File: src/common/swk_mode_pkg.sv
`default_nettype none
package swk_mode_pkg;

    // ------------------------------------------------------------
    // Selector codes
    // ------------------------------------------------------------
    localparam logic [2:0] SEL_OFF = 3'h0;
    localparam logic [2:0] SEL_WAKE = 3'h1;
    localparam logic [2:0] SEL_RX = 3'h2;
    localparam logic [2:0] SEL_NORMAL = 3'h3;
    localparam logic [2:0] SEL_OFF_HI = 3'h4;
    localparam logic [2:0] SEL_SWK = 3'h5;
    localparam logic [2:0] SEL_RX_SWK = 3'h6;
    localparam logic [2:0] SEL_NORMAL_SWK = 3'h7;
    localparam int SEL_TOP_BIT = 2;

    // ------------------------------------------------------------
    // Counter and reset values
    // ------------------------------------------------------------
    localparam int ERR_CNT_W = 6;
    localparam logic [5:0] ERR_CNT_OVERFLOW = 6'h20;
    localparam logic [2:0] SEL_RESET = 3'h0;
    localparam logic [5:0] BIT_QUANTA_RESET = 6'h00;
    localparam logic [5:0] SAMPLE_POINT_RESET = 6'h33;

    // Power modes of the chip
    typedef enum logic [2:0] {
        PWR_NORMAL = 3'b000,
        PWR_STOP = 3'b001,
        PWR_SLEEP = 3'b010,
        PWR_RESTART = 3'b011,
        PWR_FAILSAFE = 3'b100
    } power_mode_t;

    // Effective transceiver operation
    typedef enum logic [2:0] {
        XCVR_OFF = 3'b000,
        XCVR_WAKE = 3'b001,
        XCVR_RX = 3'b010,
        XCVR_NORMAL = 3'b011,
        XCVR_SWK = 3'b100,
        XCVR_RX_SWK = 3'b101,
        XCVR_NORMAL_SWK = 3'b110
    } xcvr_mode_t;

    // Selector asks for selective wake
    function automatic logic sel_is_swk(input logic [2:0] sel);
        return sel[SEL_TOP_BIT] && (sel != SEL_OFF_HI);
    endfunction

    // Selector is an off code
    function automatic logic sel_is_off(input logic [2:0] sel);
        return sel[1:0] == 2'h0;
    endfunction

endpackage
`default_nettype wire

File: src/common/swk_wake_if.sv
`timescale 1ns/1ps
`default_nettype none
// Wake events from the frame monitor to the mode controller
interface swk_wake_if;
    logic frame_wake;
    logic pattern_wake;
    logic overflow_wake;
    logic frame_in_silence;
    logic [5:0] err_count;
    logic detect_enable;
    logic clear_count;
    modport monitor (output frame_wake, output pattern_wake, output overflow_wake,
        output frame_in_silence, output err_count, input detect_enable, input clear_count);
    modport ctrl (input frame_wake, input pattern_wake, input overflow_wake,
        input frame_in_silence, input err_count, output detect_enable, output clear_count);
endinterface
`default_nettype wire

File: src/hw/swk_frame_monitor.sv
`timescale 1ns/1ps
`default_nettype none
// Qualifies bus events and keeps the frame error counter
module swk_frame_monitor
    import swk_mode_pkg::*;
(
    // Clock and reset
    input wire logic core_clk_in,
    input wire logic resetn_in,
    // Bus events
    input wire logic wake_frame_seen_in,
    input wire logic wake_pattern_seen_in,
    input wire logic frame_error_in,
    input wire logic frame_good_in,
    input wire logic silence_timer_running_in,
    // Controller side
    swk_wake_if.monitor wk
);
    logic [5:0] count_reg, count_next;

    // ------------------------------------------------------------
    // Error counter
    // ------------------------------------------------------------
    // Counter saturates at overflow so the reported value stays put
    always_comb begin
        count_next = count_reg;
        if (wk.clear_count) begin
            count_next = 6'h00;
        end else if (frame_error_in && count_reg != ERR_CNT_OVERFLOW) begin
            count_next = count_reg + 6'h01;
        end else if (frame_good_in && count_reg != 6'h00 && count_reg != ERR_CNT_OVERFLOW) begin
            count_next = count_reg - 6'h01;
        end
    end

    always_ff @(posedge core_clk_in or negedge resetn_in) begin
        if (!resetn_in) begin
            count_reg <= 6'h00;
        end else begin
            count_reg <= count_next;
        end
    end

    // Frames only count while detection is armed without error
    assign wk.frame_wake = wake_frame_seen_in && wk.detect_enable;
    assign wk.pattern_wake = wake_pattern_seen_in;
    assign wk.overflow_wake = wk.detect_enable && frame_error_in
        && count_reg == ERR_CNT_OVERFLOW - 6'h01;
    assign wk.frame_in_silence = silence_timer_running_in;
    assign wk.err_count = count_reg;

    // Reported overflow must stand until the selector leaves selective wake
    count_hold_a: assert property (@(posedge core_clk_in) disable iff (!resetn_in)
        count_reg == ERR_CNT_OVERFLOW && !wk.clear_count |=> wk.err_count == ERR_CNT_OVERFLOW)
        else $error("overflow count not held");
endmodule
`default_nettype wire

File: src/hw/swk_mode_ctrl.sv
`timescale 1ns/1ps
`default_nettype none
// Selective-wake mode controller of the CAN transceiver
module swk_mode_ctrl
    import swk_mode_pkg::*;
(
    // Clock and reset
    input wire logic core_clk_in,
    input wire logic resetn_in,
    // Power mode of the chip
    input wire logic [2:0] power_mode_in,
    // Controller writes
    input wire logic sel_write_in,
    input wire logic [2:0] sel_wdata_in,
    input wire logic cfg_valid_set_in,
    input wire logic cfg_changed_in,
    input wire logic error_clear_in,
    input wire logic wake_flags_clear_in,
    input wire logic [5:0] bit_time_quanta_in,
    input wire logic [5:0] sample_point_in,
    input wire logic wake_receiver_select_in,
    // Bus events
    input wire logic wake_frame_seen_in,
    input wire logic wake_pattern_seen_in,
    input wire logic frame_error_in,
    input wire logic frame_good_in,
    input wire logic silence_timer_running_in,
    // Status
    output logic [2:0] can_mode_sel_out,
    output logic [2:0] xcvr_mode_out,
    output logic selwake_error_flag_out,
    output logic filter_config_valid_out,
    output logic can_wake_flag_out,
    output logic wake_pattern_flag_out,
    output logic wake_frame_flag_out,
    output logic [5:0] frame_error_count_out,
    output logic wake_interrupt_out,
    output logic restart_request_out,
    // Protocol handler settings
    output logic [5:0] bit_time_quanta_out,
    output logic [5:0] sample_point_out,
    output logic wake_receiver_select_out
);
    swk_wake_if wk ();

    power_mode_t pwr;
    power_mode_t pwr_prev_reg, pwr_prev_next;
    logic [2:0] sel_reg, sel_next;
    logic err_reg, err_next;
    logic cfg_reg, cfg_next;
    logic canwu_reg, canwu_next;
    logic wup_reg, wup_next;
    logic wuf_reg, wuf_next;
    logic armed_reg, armed_next;
    logic failsafe_reg, failsafe_next;
    logic [5:0] btq_reg, btq_next;
    logic [5:0] spt_reg, spt_next;
    logic rxsel_reg, rxsel_next;
    logic irq_reg, irq_next;
    logic rst_reg, rst_next;
    logic entering_stop, entering_sleep, entering_restart, entering_fs, from_sleep;
    logic can_wake, swk_active;
    xcvr_mode_t xm;

    assign pwr = power_mode_t'(power_mode_in);
    assign entering_stop = pwr == PWR_STOP && pwr_prev_reg != PWR_STOP;
    assign entering_sleep = pwr == PWR_SLEEP && pwr_prev_reg != PWR_SLEEP;
    assign entering_restart = pwr == PWR_RESTART && pwr_prev_reg != PWR_RESTART;
    assign entering_fs = pwr == PWR_FAILSAFE && pwr_prev_reg != PWR_FAILSAFE;
    assign from_sleep = pwr_prev_reg == PWR_SLEEP;

    // Selective wake live only with clear error flag and selector asking for it
    assign swk_active = sel_is_swk(sel_reg) && !err_reg && !failsafe_reg;
    assign wk.detect_enable = swk_active && armed_reg;
    assign wk.clear_count = !sel_is_swk(sel_reg);

    // ------------------------------------------------------------
    // Frame monitor
    // ------------------------------------------------------------
    swk_frame_monitor u_mon (
        .core_clk_in(core_clk_in),
        .resetn_in(resetn_in),
        .wake_frame_seen_in(wake_frame_seen_in),
        .wake_pattern_seen_in(wake_pattern_seen_in),
        .frame_error_in(frame_error_in),
        .frame_good_in(frame_good_in),
        .silence_timer_running_in(silence_timer_running_in),
        .wk(wk.monitor)
    );

    // A pattern wakes only a wake-capable transceiver without live selective wake
    assign can_wake = armed_reg && !sel_is_off(sel_reg)
        && (wk.frame_wake || wk.overflow_wake || (wk.pattern_wake && !swk_active));

    // ------------------------------------------------------------
    // Selector, flags and arming
    // ------------------------------------------------------------
    // Hardware sets win over software clears on the same edge
    always_comb begin
        pwr_prev_next = pwr;
        sel_next = sel_reg;
        err_next = err_reg;
        cfg_next = cfg_reg;
        canwu_next = canwu_reg;
        wup_next = wup_reg;
        wuf_next = wuf_reg;
        armed_next = armed_reg;
        failsafe_next = failsafe_reg;
        irq_next = 1'b0;
        rst_next = 1'b0;
        // Selector writes land only in normal power mode
        if (pwr == PWR_NORMAL && sel_write_in) begin
            if (sel_wdata_in != sel_reg) begin
                armed_next = 1'b1;
                if (sel_is_swk(sel_wdata_in)) begin
                    wuf_next = 1'b0;
                    wup_next = 1'b0;
                    // Config check on enabling selective wake
                    err_next = !cfg_reg;
                end
            end
            sel_next = sel_wdata_in;
            failsafe_next = 1'b0;
        end
        if (cfg_valid_set_in && pwr == PWR_NORMAL) begin
            cfg_next = 1'b1;
        end
        if (cfg_changed_in && pwr == PWR_NORMAL) begin
            cfg_next = 1'b0;
            if (sel_is_swk(sel_reg)) begin
                err_next = 1'b1;
            end
        end
        // Error cannot clear while selective wake lacks valid config
        if (error_clear_in && !(sel_reg[SEL_TOP_BIT] && !cfg_next)) begin
            err_next = 1'b0;
        end
        if (wake_flags_clear_in) begin
            canwu_next = 1'b0;
        end
        if (entering_stop) begin
            // Selector untouched; effective mode derives from it
            sel_next = sel_reg;
        end
        if (entering_sleep) begin
            armed_next = 1'b1;
            if (sel_is_swk(sel_reg)) begin
                wuf_next = 1'b0;
                sel_next = SEL_SWK;
            end else if (sel_reg == SEL_RX || sel_reg == SEL_NORMAL) begin
                sel_next = SEL_WAKE;
            end
        end
        if (entering_restart && !from_sleep) begin
            cfg_next = 1'b0;
            if (sel_is_swk(sel_reg)) begin
                sel_next = SEL_SWK;
                err_next = 1'b1;
            end else if (sel_reg == SEL_RX || sel_reg == SEL_NORMAL) begin
                sel_next = SEL_WAKE;
            end
        end
        if (entering_restart && from_sleep) begin
            cfg_next = 1'b0;
        end
        if (entering_fs) begin
            failsafe_next = 1'b1;
        end
        if (can_wake) begin
            canwu_next = 1'b1;
            armed_next = 1'b0;
            if (wk.frame_wake) begin
                wuf_next = 1'b1;
                wup_next = wup_reg || !wk.frame_in_silence;
            end else if (wk.overflow_wake) begin
                err_next = 1'b1;
            end else begin
                wup_next = 1'b1;
            end
            if (pwr == PWR_SLEEP) begin
                rst_next = 1'b1;
            end else begin
                irq_next = 1'b1;
            end
        end
    end

    // Protocol handler settings are taken only in normal mode
    always_comb begin
        btq_next = btq_reg;
        spt_next = spt_reg;
        rxsel_next = rxsel_reg;
        if (pwr == PWR_NORMAL) begin
            btq_next = bit_time_quanta_in;
            spt_next = sample_point_in;
            rxsel_next = wake_receiver_select_in;
        end
    end

    always_ff @(posedge core_clk_in or negedge resetn_in) begin
        if (!resetn_in) begin
            pwr_prev_reg <= PWR_NORMAL;
            sel_reg <= SEL_RESET;
            err_reg <= 1'b0;
            cfg_reg <= 1'b0;
            canwu_reg <= 1'b0;
            wup_reg <= 1'b0;
            wuf_reg <= 1'b0;
            armed_reg <= 1'b1;
            failsafe_reg <= 1'b0;
            btq_reg <= BIT_QUANTA_RESET;
            spt_reg <= SAMPLE_POINT_RESET;
            rxsel_reg <= 1'b0;
            irq_reg <= 1'b0;
            rst_reg <= 1'b0;
        end else begin
            pwr_prev_reg <= pwr_prev_next;
            sel_reg <= sel_next;
            err_reg <= err_next;
            cfg_reg <= cfg_next;
            canwu_reg <= canwu_next;
            wup_reg <= wup_next;
            wuf_reg <= wuf_next;
            armed_reg <= armed_next;
            failsafe_reg <= failsafe_next;
            btq_reg <= btq_next;
            spt_reg <= spt_next;
            rxsel_reg <= rxsel_next;
            irq_reg <= irq_next;
            rst_reg <= rst_next;
        end
    end

    // ------------------------------------------------------------
    // Effective transceiver mode
    // ------------------------------------------------------------
    // Derived from the selector each cycle so readback never lies
    always_comb begin
        xm = XCVR_OFF;
        if (failsafe_reg) begin
            xm = XCVR_WAKE;
        end else if (sel_is_off(sel_reg)) begin
            xm = XCVR_OFF;
        end else if (pwr == PWR_SLEEP || pwr == PWR_RESTART) begin
            xm = swk_active ? XCVR_SWK : XCVR_WAKE;
        end else begin
            unique case (sel_reg[1:0])
                2'h1: xm = swk_active ? XCVR_SWK : XCVR_WAKE;
                2'h2: xm = swk_active ? XCVR_RX_SWK : XCVR_RX;
                default: begin
                    if (pwr == PWR_STOP && !sel_reg[SEL_TOP_BIT]) begin
                        xm = XCVR_WAKE;
                    end else begin
                        xm = swk_active ? XCVR_NORMAL_SWK : XCVR_NORMAL;
                    end
                end
            endcase
        end
    end

    assign can_mode_sel_out = sel_reg;
    assign xcvr_mode_out = xm;
    assign selwake_error_flag_out = err_reg;
    assign filter_config_valid_out = cfg_reg;
    assign can_wake_flag_out = canwu_reg;
    assign wake_pattern_flag_out = wup_reg;
    assign wake_frame_flag_out = wuf_reg;
    assign frame_error_count_out = wk.err_count;
    assign wake_interrupt_out = irq_reg;
    assign restart_request_out = rst_reg;
    assign bit_time_quanta_out = btq_reg;
    assign sample_point_out = spt_reg;
    assign wake_receiver_select_out = rxsel_reg;

    // ------------------------------------------------------------
    // Checks
    // ------------------------------------------------------------
    sleep_fold_a: assert property (@(posedge core_clk_in) disable iff (!resetn_in)
        entering_sleep && sel_is_swk(sel_reg) && pwr == PWR_SLEEP |=> sel_reg == SEL_SWK)
        else $error("sleep entry did not fold to 101");
    sleep_modes_a: assert property (@(posedge core_clk_in) disable iff (!resetn_in)
        pwr == PWR_SLEEP |-> xm inside {XCVR_OFF, XCVR_WAKE, XCVR_SWK})
        else $error("illegal mode in sleep");
    stop_normal_a: assert property (@(posedge core_clk_in) disable iff (!resetn_in)
        pwr == PWR_STOP && sel_reg == SEL_NORMAL && !failsafe_reg |-> xm == XCVR_WAKE)
        else $error("stop normal not wake capable");
    stop_error_a: assert property (@(posedge core_clk_in) disable iff (!resetn_in)
        pwr == PWR_STOP && err_reg && sel_reg == SEL_RX_SWK && !failsafe_reg |-> xm == XCVR_RX)
        else $error("stop error mode wrong");
    restart_err_a: assert property (@(posedge core_clk_in) disable iff (!resetn_in)
        entering_restart && !from_sleep && sel_is_swk(sel_reg) |=> err_reg && sel_reg == SEL_SWK)
        else $error("restart from normal wrong");
    failsafe_wake_a: assert property (@(posedge core_clk_in) disable iff (!resetn_in)
        entering_fs |=> xm == XCVR_WAKE)
        else $error("fail-safe not wake capable");
    frame_flags_a: assert property (@(posedge core_clk_in) disable iff (!resetn_in)
        can_wake && wk.frame_wake |=> canwu_reg && wuf_reg)
        else $error("frame wake flags missing");
    wake_route_a: assert property (@(posedge core_clk_in) disable iff (!resetn_in)
        can_wake && pwr == PWR_SLEEP |=> rst_reg && !irq_reg)
        else $error("sleep wake did not restart");
    sleep_rearm_a: assert property (@(posedge core_clk_in) disable iff (!resetn_in)
        entering_sleep && !can_wake |=> armed_reg)
        else $error("sleep entry did not rearm");
endmodule
`default_nettype wire

File: config.mk
export PLATFORM = sky130hd
export DESIGN_NAME = swk_mode_ctrl
export DESIGN_NICKNAME = d
export VERILOG_FILES = /design/src/common/swk_mode_pkg.sv /design/src/common/swk_wake_if.sv /design/src/hw/swk_frame_monitor.sv /design/src/hw/swk_mode_ctrl.sv
export SDC_FILE = /design/constraint.sdc
export NUM_CORES = 1
export LEC_CHECK = 0
export BUFFER_PORTS_ARGS = -buffer_cell sky130_fd_sc_hd__buf_2
export CAP_MARGIN = 0
export CELL_PAD_IN_SITES_DETAIL_PLACEMENT = 0
export CELL_PAD_IN_SITES_GLOBAL_PLACEMENT = 2
export CORE_MARGIN = 1.5
export CORE_UTILIZATION = 27
export CTS_CLUSTER_DIAMETER = 40
export DETAILED_ROUTE_END_ITERATION = 6
export HOLD_SLACK_MARGIN = 0.15
export PLACE_DENSITY = 0.84
export SLEW_MARGIN = 20
export SYNTH_ARGS = -nofsm -noshare
export SYNTH_HDL_FRONTEND = slang
export SYNTH_SLANG_ARGS = --single-unit
File: constraint.sdc
create_clock -name core_clk_in -period 2.6 [get_ports core_clk_in]
set_input_delay 0.39 -clock core_clk_in [delete_from_list [all_inputs] [get_ports core_clk_in]]
set_output_delay 0.39 -clock core_clk_in [all_outputs]
set_load 0.01 [all_outputs]
Word-level counts from Yosys, hierarchy flattened. Index checks and enable logic that the tools add are counted.

Equal/unequal tests: 19. Mux-type cells: 59. $add $sub $neg: 2. Reductions and logical operators: 49.

Operator list (count): $mux 3 (15); $mux 1 (40); $logic_and 1x1->1 (26); $mux 6 (3); $eq 3x2->1 const B (5); $logic_not 1->1 (10); $ne 3x3->1 const B (3); $add 6x1->6 const B (1); $eq 6x5->1 const B (1); $ne 3x1->1 const B (2); $ne 3x2->1 const B (2); $ne 6x6->1 const B (1); $pmux 3 s2 (1); $reduce_bool 3->1 (2); $reduce_bool 6->1 (1); $sub 6x1->6 const B (1); $logic_or 1x1->1 (5); $reduce_bool 2->1 (2); $eq 3x1->1 const B (1); $eq 3x3->1 const B (1); $logic_not 3->1 (1); $ne 3x3->1 (1); $eq 2x1->1 const B (1); $eq 2x2->1 const B (1); 2 further kinds (2).

Output and inout bits: 32. Input port bits: 31. Register bits: 34.

Depth between registers and ports, before layout.
Word-level depth: 14. Depth in mapped cells: 8.

By module. From an unflattened synthesis, not the netlist that was laid out.

Cell total of the unflattened synthesis: 188. Area total of the unflattened synthesis: 1970.6 um2.

By module, submodules not included: swk_mode_ctrl (cells each 131, area each 1435.1 um2, instances 1); swk_frame_monitor (cells each 57, area each 535.5 um2, instances 1).

Worst setup path after synthesis. OpenSTA, ideal clock, no wires.

Path kind: reg-to-reg. Start point: register u_mon.count_reg[0], in the netlist u_mon.wk.err_count[0]. End point: register u_mon.count_reg[5], in the netlist u_mon.wk.err_count[5]. Clock period less this slack: 2688 ps. Arrival time: 2567 ps. Slack: -88 ps. Setup time: 121 ps. Buffers on the path: 0. Cell stages (with the launch flop): 9. Path through: dfrtp_1 > or4_1 > o21ai_0 > ha_1 > a211oi_1 > o21bai_1 > a21oi_1 > xnor2_1 > a22o_1.

Longest elaborated chain between the ends: 4. Elaborated cells between the ends (all ways): 11. Classes of those cells: add/sub (2); eq/ne (2); mux (3); reduce/logical (4).

RTL lines: from (decl) (line swk_frame_monitor.sv:19) `logic [5:0] count_reg, count_next;`; from (signal assigned) (line swk_frame_monitor.sv:40) `count_reg <= count_next;`; $sub 6x1->6, or another cell as far along (line swk_frame_monitor.sv:32) `count_next = count_reg - 6'h01;`; $mux 6, or another cell as far along (line swk_frame_monitor.sv:31) `end else if (frame_good_in && count_reg != 6'h00 && count_reg != ERR_CNT_OVERFLOW) begin`; $mux 6 or $logic_and 1x1->1 (tied branches) (line swk_frame_monitor.sv:29, swk_frame_monitor.sv:31); $mux 6 or $ne 3x1->1 (tied branches).

Several ways; a longest one is shown, not always the timed one. The select of a mux whose other input is x is not followed. A chain may end at the register's enable or synchronous reset.

Worst setup path after layout.
Start point: register sel_reg[0], in the netlist can_mode_sel_out[0]. End point: output xcvr_mode_out[0].

Longest elaborated chain between the ends: 10. Elaborated cells between the ends (all ways): 15. Classes of those cells: eq/ne (3); mux (8); reduce/logical (4).

RTL lines: from (decl) (line swk_mode_ctrl.sv:48) `logic [2:0] sel_reg, sel_next;`; from (signal assigned) (line swk_mode_ctrl.sv:218) `sel_reg <= sel_next;`; $ne 3x3->1 (line swk_mode_pkg.sv:48) `return sel[SEL_TOP_BIT] && (sel != SEL_OFF_HI);`; $logic_and 1x1->1 (line swk_mode_pkg.sv:48); $logic_and 1x1->1 (2 in series) (line swk_mode_ctrl.sv:73) `assign swk_active = sel_is_swk(sel_reg) && !err_reg && !failsafe_reg;`; $mux 3 (line swk_mode_ctrl.sv:254) `xm = swk_active ? XCVR_NORMAL_SWK : XCVR_NORMAL;`; $mux 3 (line swk_mode_ctrl.sv:251) `if (pwr == PWR_STOP && !sel_reg[SEL_TOP_BIT]) begin`; $pmux 3 s2 (line swk_mode_ctrl.sv:247) `unique case (sel_reg[1:0])`; $mux 3 (line swk_mode_ctrl.sv:244) `end else if (pwr == PWR_SLEEP || pwr == PWR_RESTART) begin`; $mux 3 * (line swk_mode_ctrl.sv:242) `end else if (sel_is_off(sel_reg)) begin`; $mux 3 * (line swk_mode_ctrl.sv:240) `if (failsafe_reg) begin`; to (decl) (line swk_mode_ctrl.sv:30) `output logic [2:0] xcvr_mode_out,`.

Every way passes the cells marked *; elsewhere a longest branch is shown, timed or not.

==> flow_summary.yaml <==
run_status:
  violations: "design-rule violations"
  status: "finished, violations left"
worst_setup_path:
  worstPathCellList: "inv_1 -> ha_2 -> nand2b_4 -> or3_4 -> o21ai_0 -> a21oi_1 -> or2_2 -> buf_2"
  cp.required_ns: 2.21
  cp_slowest_cell: "dfrtp_1"
  crit_buf_inv: 2
  critPathArrivalTime_ns: 2.05
  crit_fanout: 6
  critPathLaunchType: "flop"
  crit_path_end_kind: "output pin"
  cpLargestDelayFamily: "simple AND/OR/NAND/NOR gates"
  worstSetupStartpoint: "can_mode_sel_out[0]$_DFF_PN0_"
  max_stage_delay_ns: 0.36
  path_class: "flop to output pin"
  r2r_start: "u_mon.wk.err_count[3]$_DFFE_PN0P_"
global_routing:
  grt_max_degree: 35
  track_usage: 0.129
  grt_first_pass_wirelength_um: 7330
  antenna_found_initial: 0
  grt_overflow_total: 0
  grt_pass1_vias: 1483
clocking:
  htreeDepth: 2
  clk_latency_ns: 0.29
  cts-root-buf: "clkbuf_8"
  postCtsHoldBufs: 0
  clk_pin_slew_worst_paths_ns: 0.08
  tritoncts: "built"
  numCtsBuffers: 5
  ctsLongestPathBuffers: 2
  cts.sinks: 34
logic_synthesis:
  synth-edff-count: 0
  ys_top_cells_by_area: "dfrtp_1 39%, mux2_2 8.5%, dfstp_2 7.1%"
  synth_top_area_share: 0.393
  syn_nets: 213
  synth-seq-area-share: 0.465
  yosys_warnings: 0
  synth_top_cell_by_area: "dfrtp_1"
  syn_area_mm2: 0.00184
  synthArstFlopShare: 1.00
  yosysUniqueCellTypes: 45
  synthFlopType: "dfrtp_1"
  ys_ff_latch: 34
  synthCells: 173
  synth_area_per_cell_um2: 10.7
placement:
  post-dp-hpwl_um: 3480
  io_buffers: 62
  place_congestion: 0.770
  dp_slack_ns: 0.213
drt:
  first_iter_violations: 73
  first_pass_iters: 6
  top_layer: "met4"
  detail-route-antenna-nets: 0
  dr_wl_met3_um: 220
  wl_um: 4600
  drt-vias-per-instance: 4.90
  drcViolationCount: 6
  drt-met1-wl_um: 2200
  vias: 1587
  routedWlPerCell_um: 14.2
  wl_met2_um: 2110
timing:
  layout_setup_ws_ns: 0.161
  skew_ns: 0.00680
  max_clock_freq_mhz: 410
  max_slew_margin: 0.479
  rsz0062_at_grt: "false"
  setup_viol: 0
  period_share: 0.938
  hold_viol: 0
  maxSlewViolCount: 0
  min_period_ns: 2.44
  tightestPinTransition_ns: 0.782
  setup_tns_ns: 0
pwr:
  seqPwrFrac: 0.370
  powerDensity_mw_per_mm2: 837
  clkPwrFrac: 0.209
  switchingPower_w: 0.000738
  power_frac_comb: 0.421
  ir_worst_vdd_mv: 0.216
  p_sw_frac: 0.365
  total_leakage_power_nw: 1.14
  power.internal_w: 0.00128
finish:
  antenna-diode-count: 0
  fillers: 669
  nets: 286
  drive_gt1_frac: 0.441
  syn_to_final_growth_pct: 30.9
floorplan:
  rows: 29
  chipWidth_um: 85.6
  initial_core_util: 0.286
  io_pins: 63
  coreArea_mm2: 0.00646
  die_h_um: 85.6
  die_area_mm2: 0.00734
flow_run:
  cap_violations: 0
hold_path:
  min_path_type: "input port to asynchronous set/reset pin"
[routing by layer]
metal / up-vias / GRT usage
met5: - / 0
met4: 0 / 0.0440
met3: 5 / 0.0279
met2: 50 / 0.200
met1: 755 / 0.177
li1: 777 / -
[placed cells by master, fill, tap and decap left out, types with 3 or more instances in the layout]
cell type / synthesis / routed
nor2b_1: 4 / 4
clkbuf_8: 0 / 6
inv_1: 4 / 4
dfrtp_1: 29 / 29
nand2_1: 13 / 13
dfstp_2: 5 / 5
buf_2: 1 / 62
nor2_1: 12 / 12
nand2b_1: 6 / 5
ha_1: 8 / 7
xnor2_1: 7 / 7
nand4_1: 3 / 3
o21ai_0: 11 / 10
mux2_2: 14 / 14
a21oi_1: 11 / 11
a22o_1: 4 / 4
buf_4: 0 / 8
[area by class of cell]
type,count,area (µm²),area share
tap,77,96.3,0.0399
clock buffer,6,82.6,0.0342
multi-input combinational,131,981,0.406
inverter,4,15.0,0.00622
sequential,34,857,0.355
timing repair buffer,70,370,0.153
clock inverter,2,12.5,0.00518
[what timing repair did]
action                     in CTS  in global routing
setup endpoints to repair       2                  2
cloned                          0                  0
buffers inserted                2                  0
hold endpoints to repair        0                  0
resized for setup               2                  3
[cells in the mapped netlist (2+ instances only)]
master,count
a31oi_1,2
inv_1,4
nand2b_1,6
nor3_1,3
nor2_1,12
o21ai_0,11
mux2i_1,2
or2_2,2
dfstp_2,5
nor2b_1,4
a21oi_1,11
nand4_1,3
mux2_2,14
a21o_1,2
a22o_1,4
nor4b_1,3
xnor2_1,7
nand2_1,13
o21a_1,2
ha_1,8
dfrtp_1,29
clkbuf_2,2
and2_1,2
[power by group through the flow]
| stage | Combinational [W] | Sequential [W] | Clock, W |
|---|---|---|---|
| 6_report | 0.000852 | 0.000749 | 0.000422 |
| 5_1_grt | 0.000945 | 0.000769 | 0.000469 |
| 4_1_cts | 0.000848 | 0.000748 | 0.000443 |
| 3_5_place_dp | 0.000811 | 0.000766 | 0 |
| 3_3_place_gp | 0.000815 | 0.000760 | 0 |
| 2_1_floorplan | 0.000464 | 0.000814 | 0 |
[logic make-up after synthesis]
logic type / after synthesis / share of synthesized area
and+or+nand+nor: 55 / 0.160
AOI/OAI and AO/OA: 44 / 0.162
DFF: 34 / 0.465
muxes: 16 / 0.0963
adders and majority gates: 9 / 0.0651
buffers and inverters: 8 / 0.0183
xor gates and xnor gates: 7 / 0.0332
[worst paths after layout]
| kind | to | slack (ns) | cells after the start |
|---|---|---|---|
| min reg2reg | wake_pattern_flag_out$_DFF_PN0_ | 0.50 | 1 |
| min | can_mode_sel_out[1]$_DFF_PN0_ | 0.18 | 1 |
| max reg2reg | u_mon.wk.err_count[5]$_DFFE_PN0P_ | 0.22 | 9 |
| max | xcvr_mode_out[0] | 0.16 | 8 |
| max in group asynchronous | u_mon.wk.err_count[4]$_DFFE_PN0P_ | 1.92 | 1 |
| min in group core_clk_in | pwr_prev_reg[1]$_DFF_PN0_ | 0.31 | 1 |
[per-stage QoR]
| step | total power, W | std cells | cell area, µm² | util | hold WS [ns] |
|---|---|---|---|---|---|
| floorplan | 0.00128 | 173 | 1840 | - | 0.0944 |
| global placement | 0.00158 | 314 | 2280 | 0.353 | 0.485 |
| detailed placement | 0.00158 | 314 | 2280 | 0.353 | 0.484 |
| CTS | 0.00204 | 324 | 2400 | 0.372 | 0.209 |
| global route | 0.00218 | 324 | 2410 | 0.374 | 0.245 |
| finish | 0.00202 | 324 | 2410 | 0.374 | 0.179 |
(Power assumes the default switching activity.)
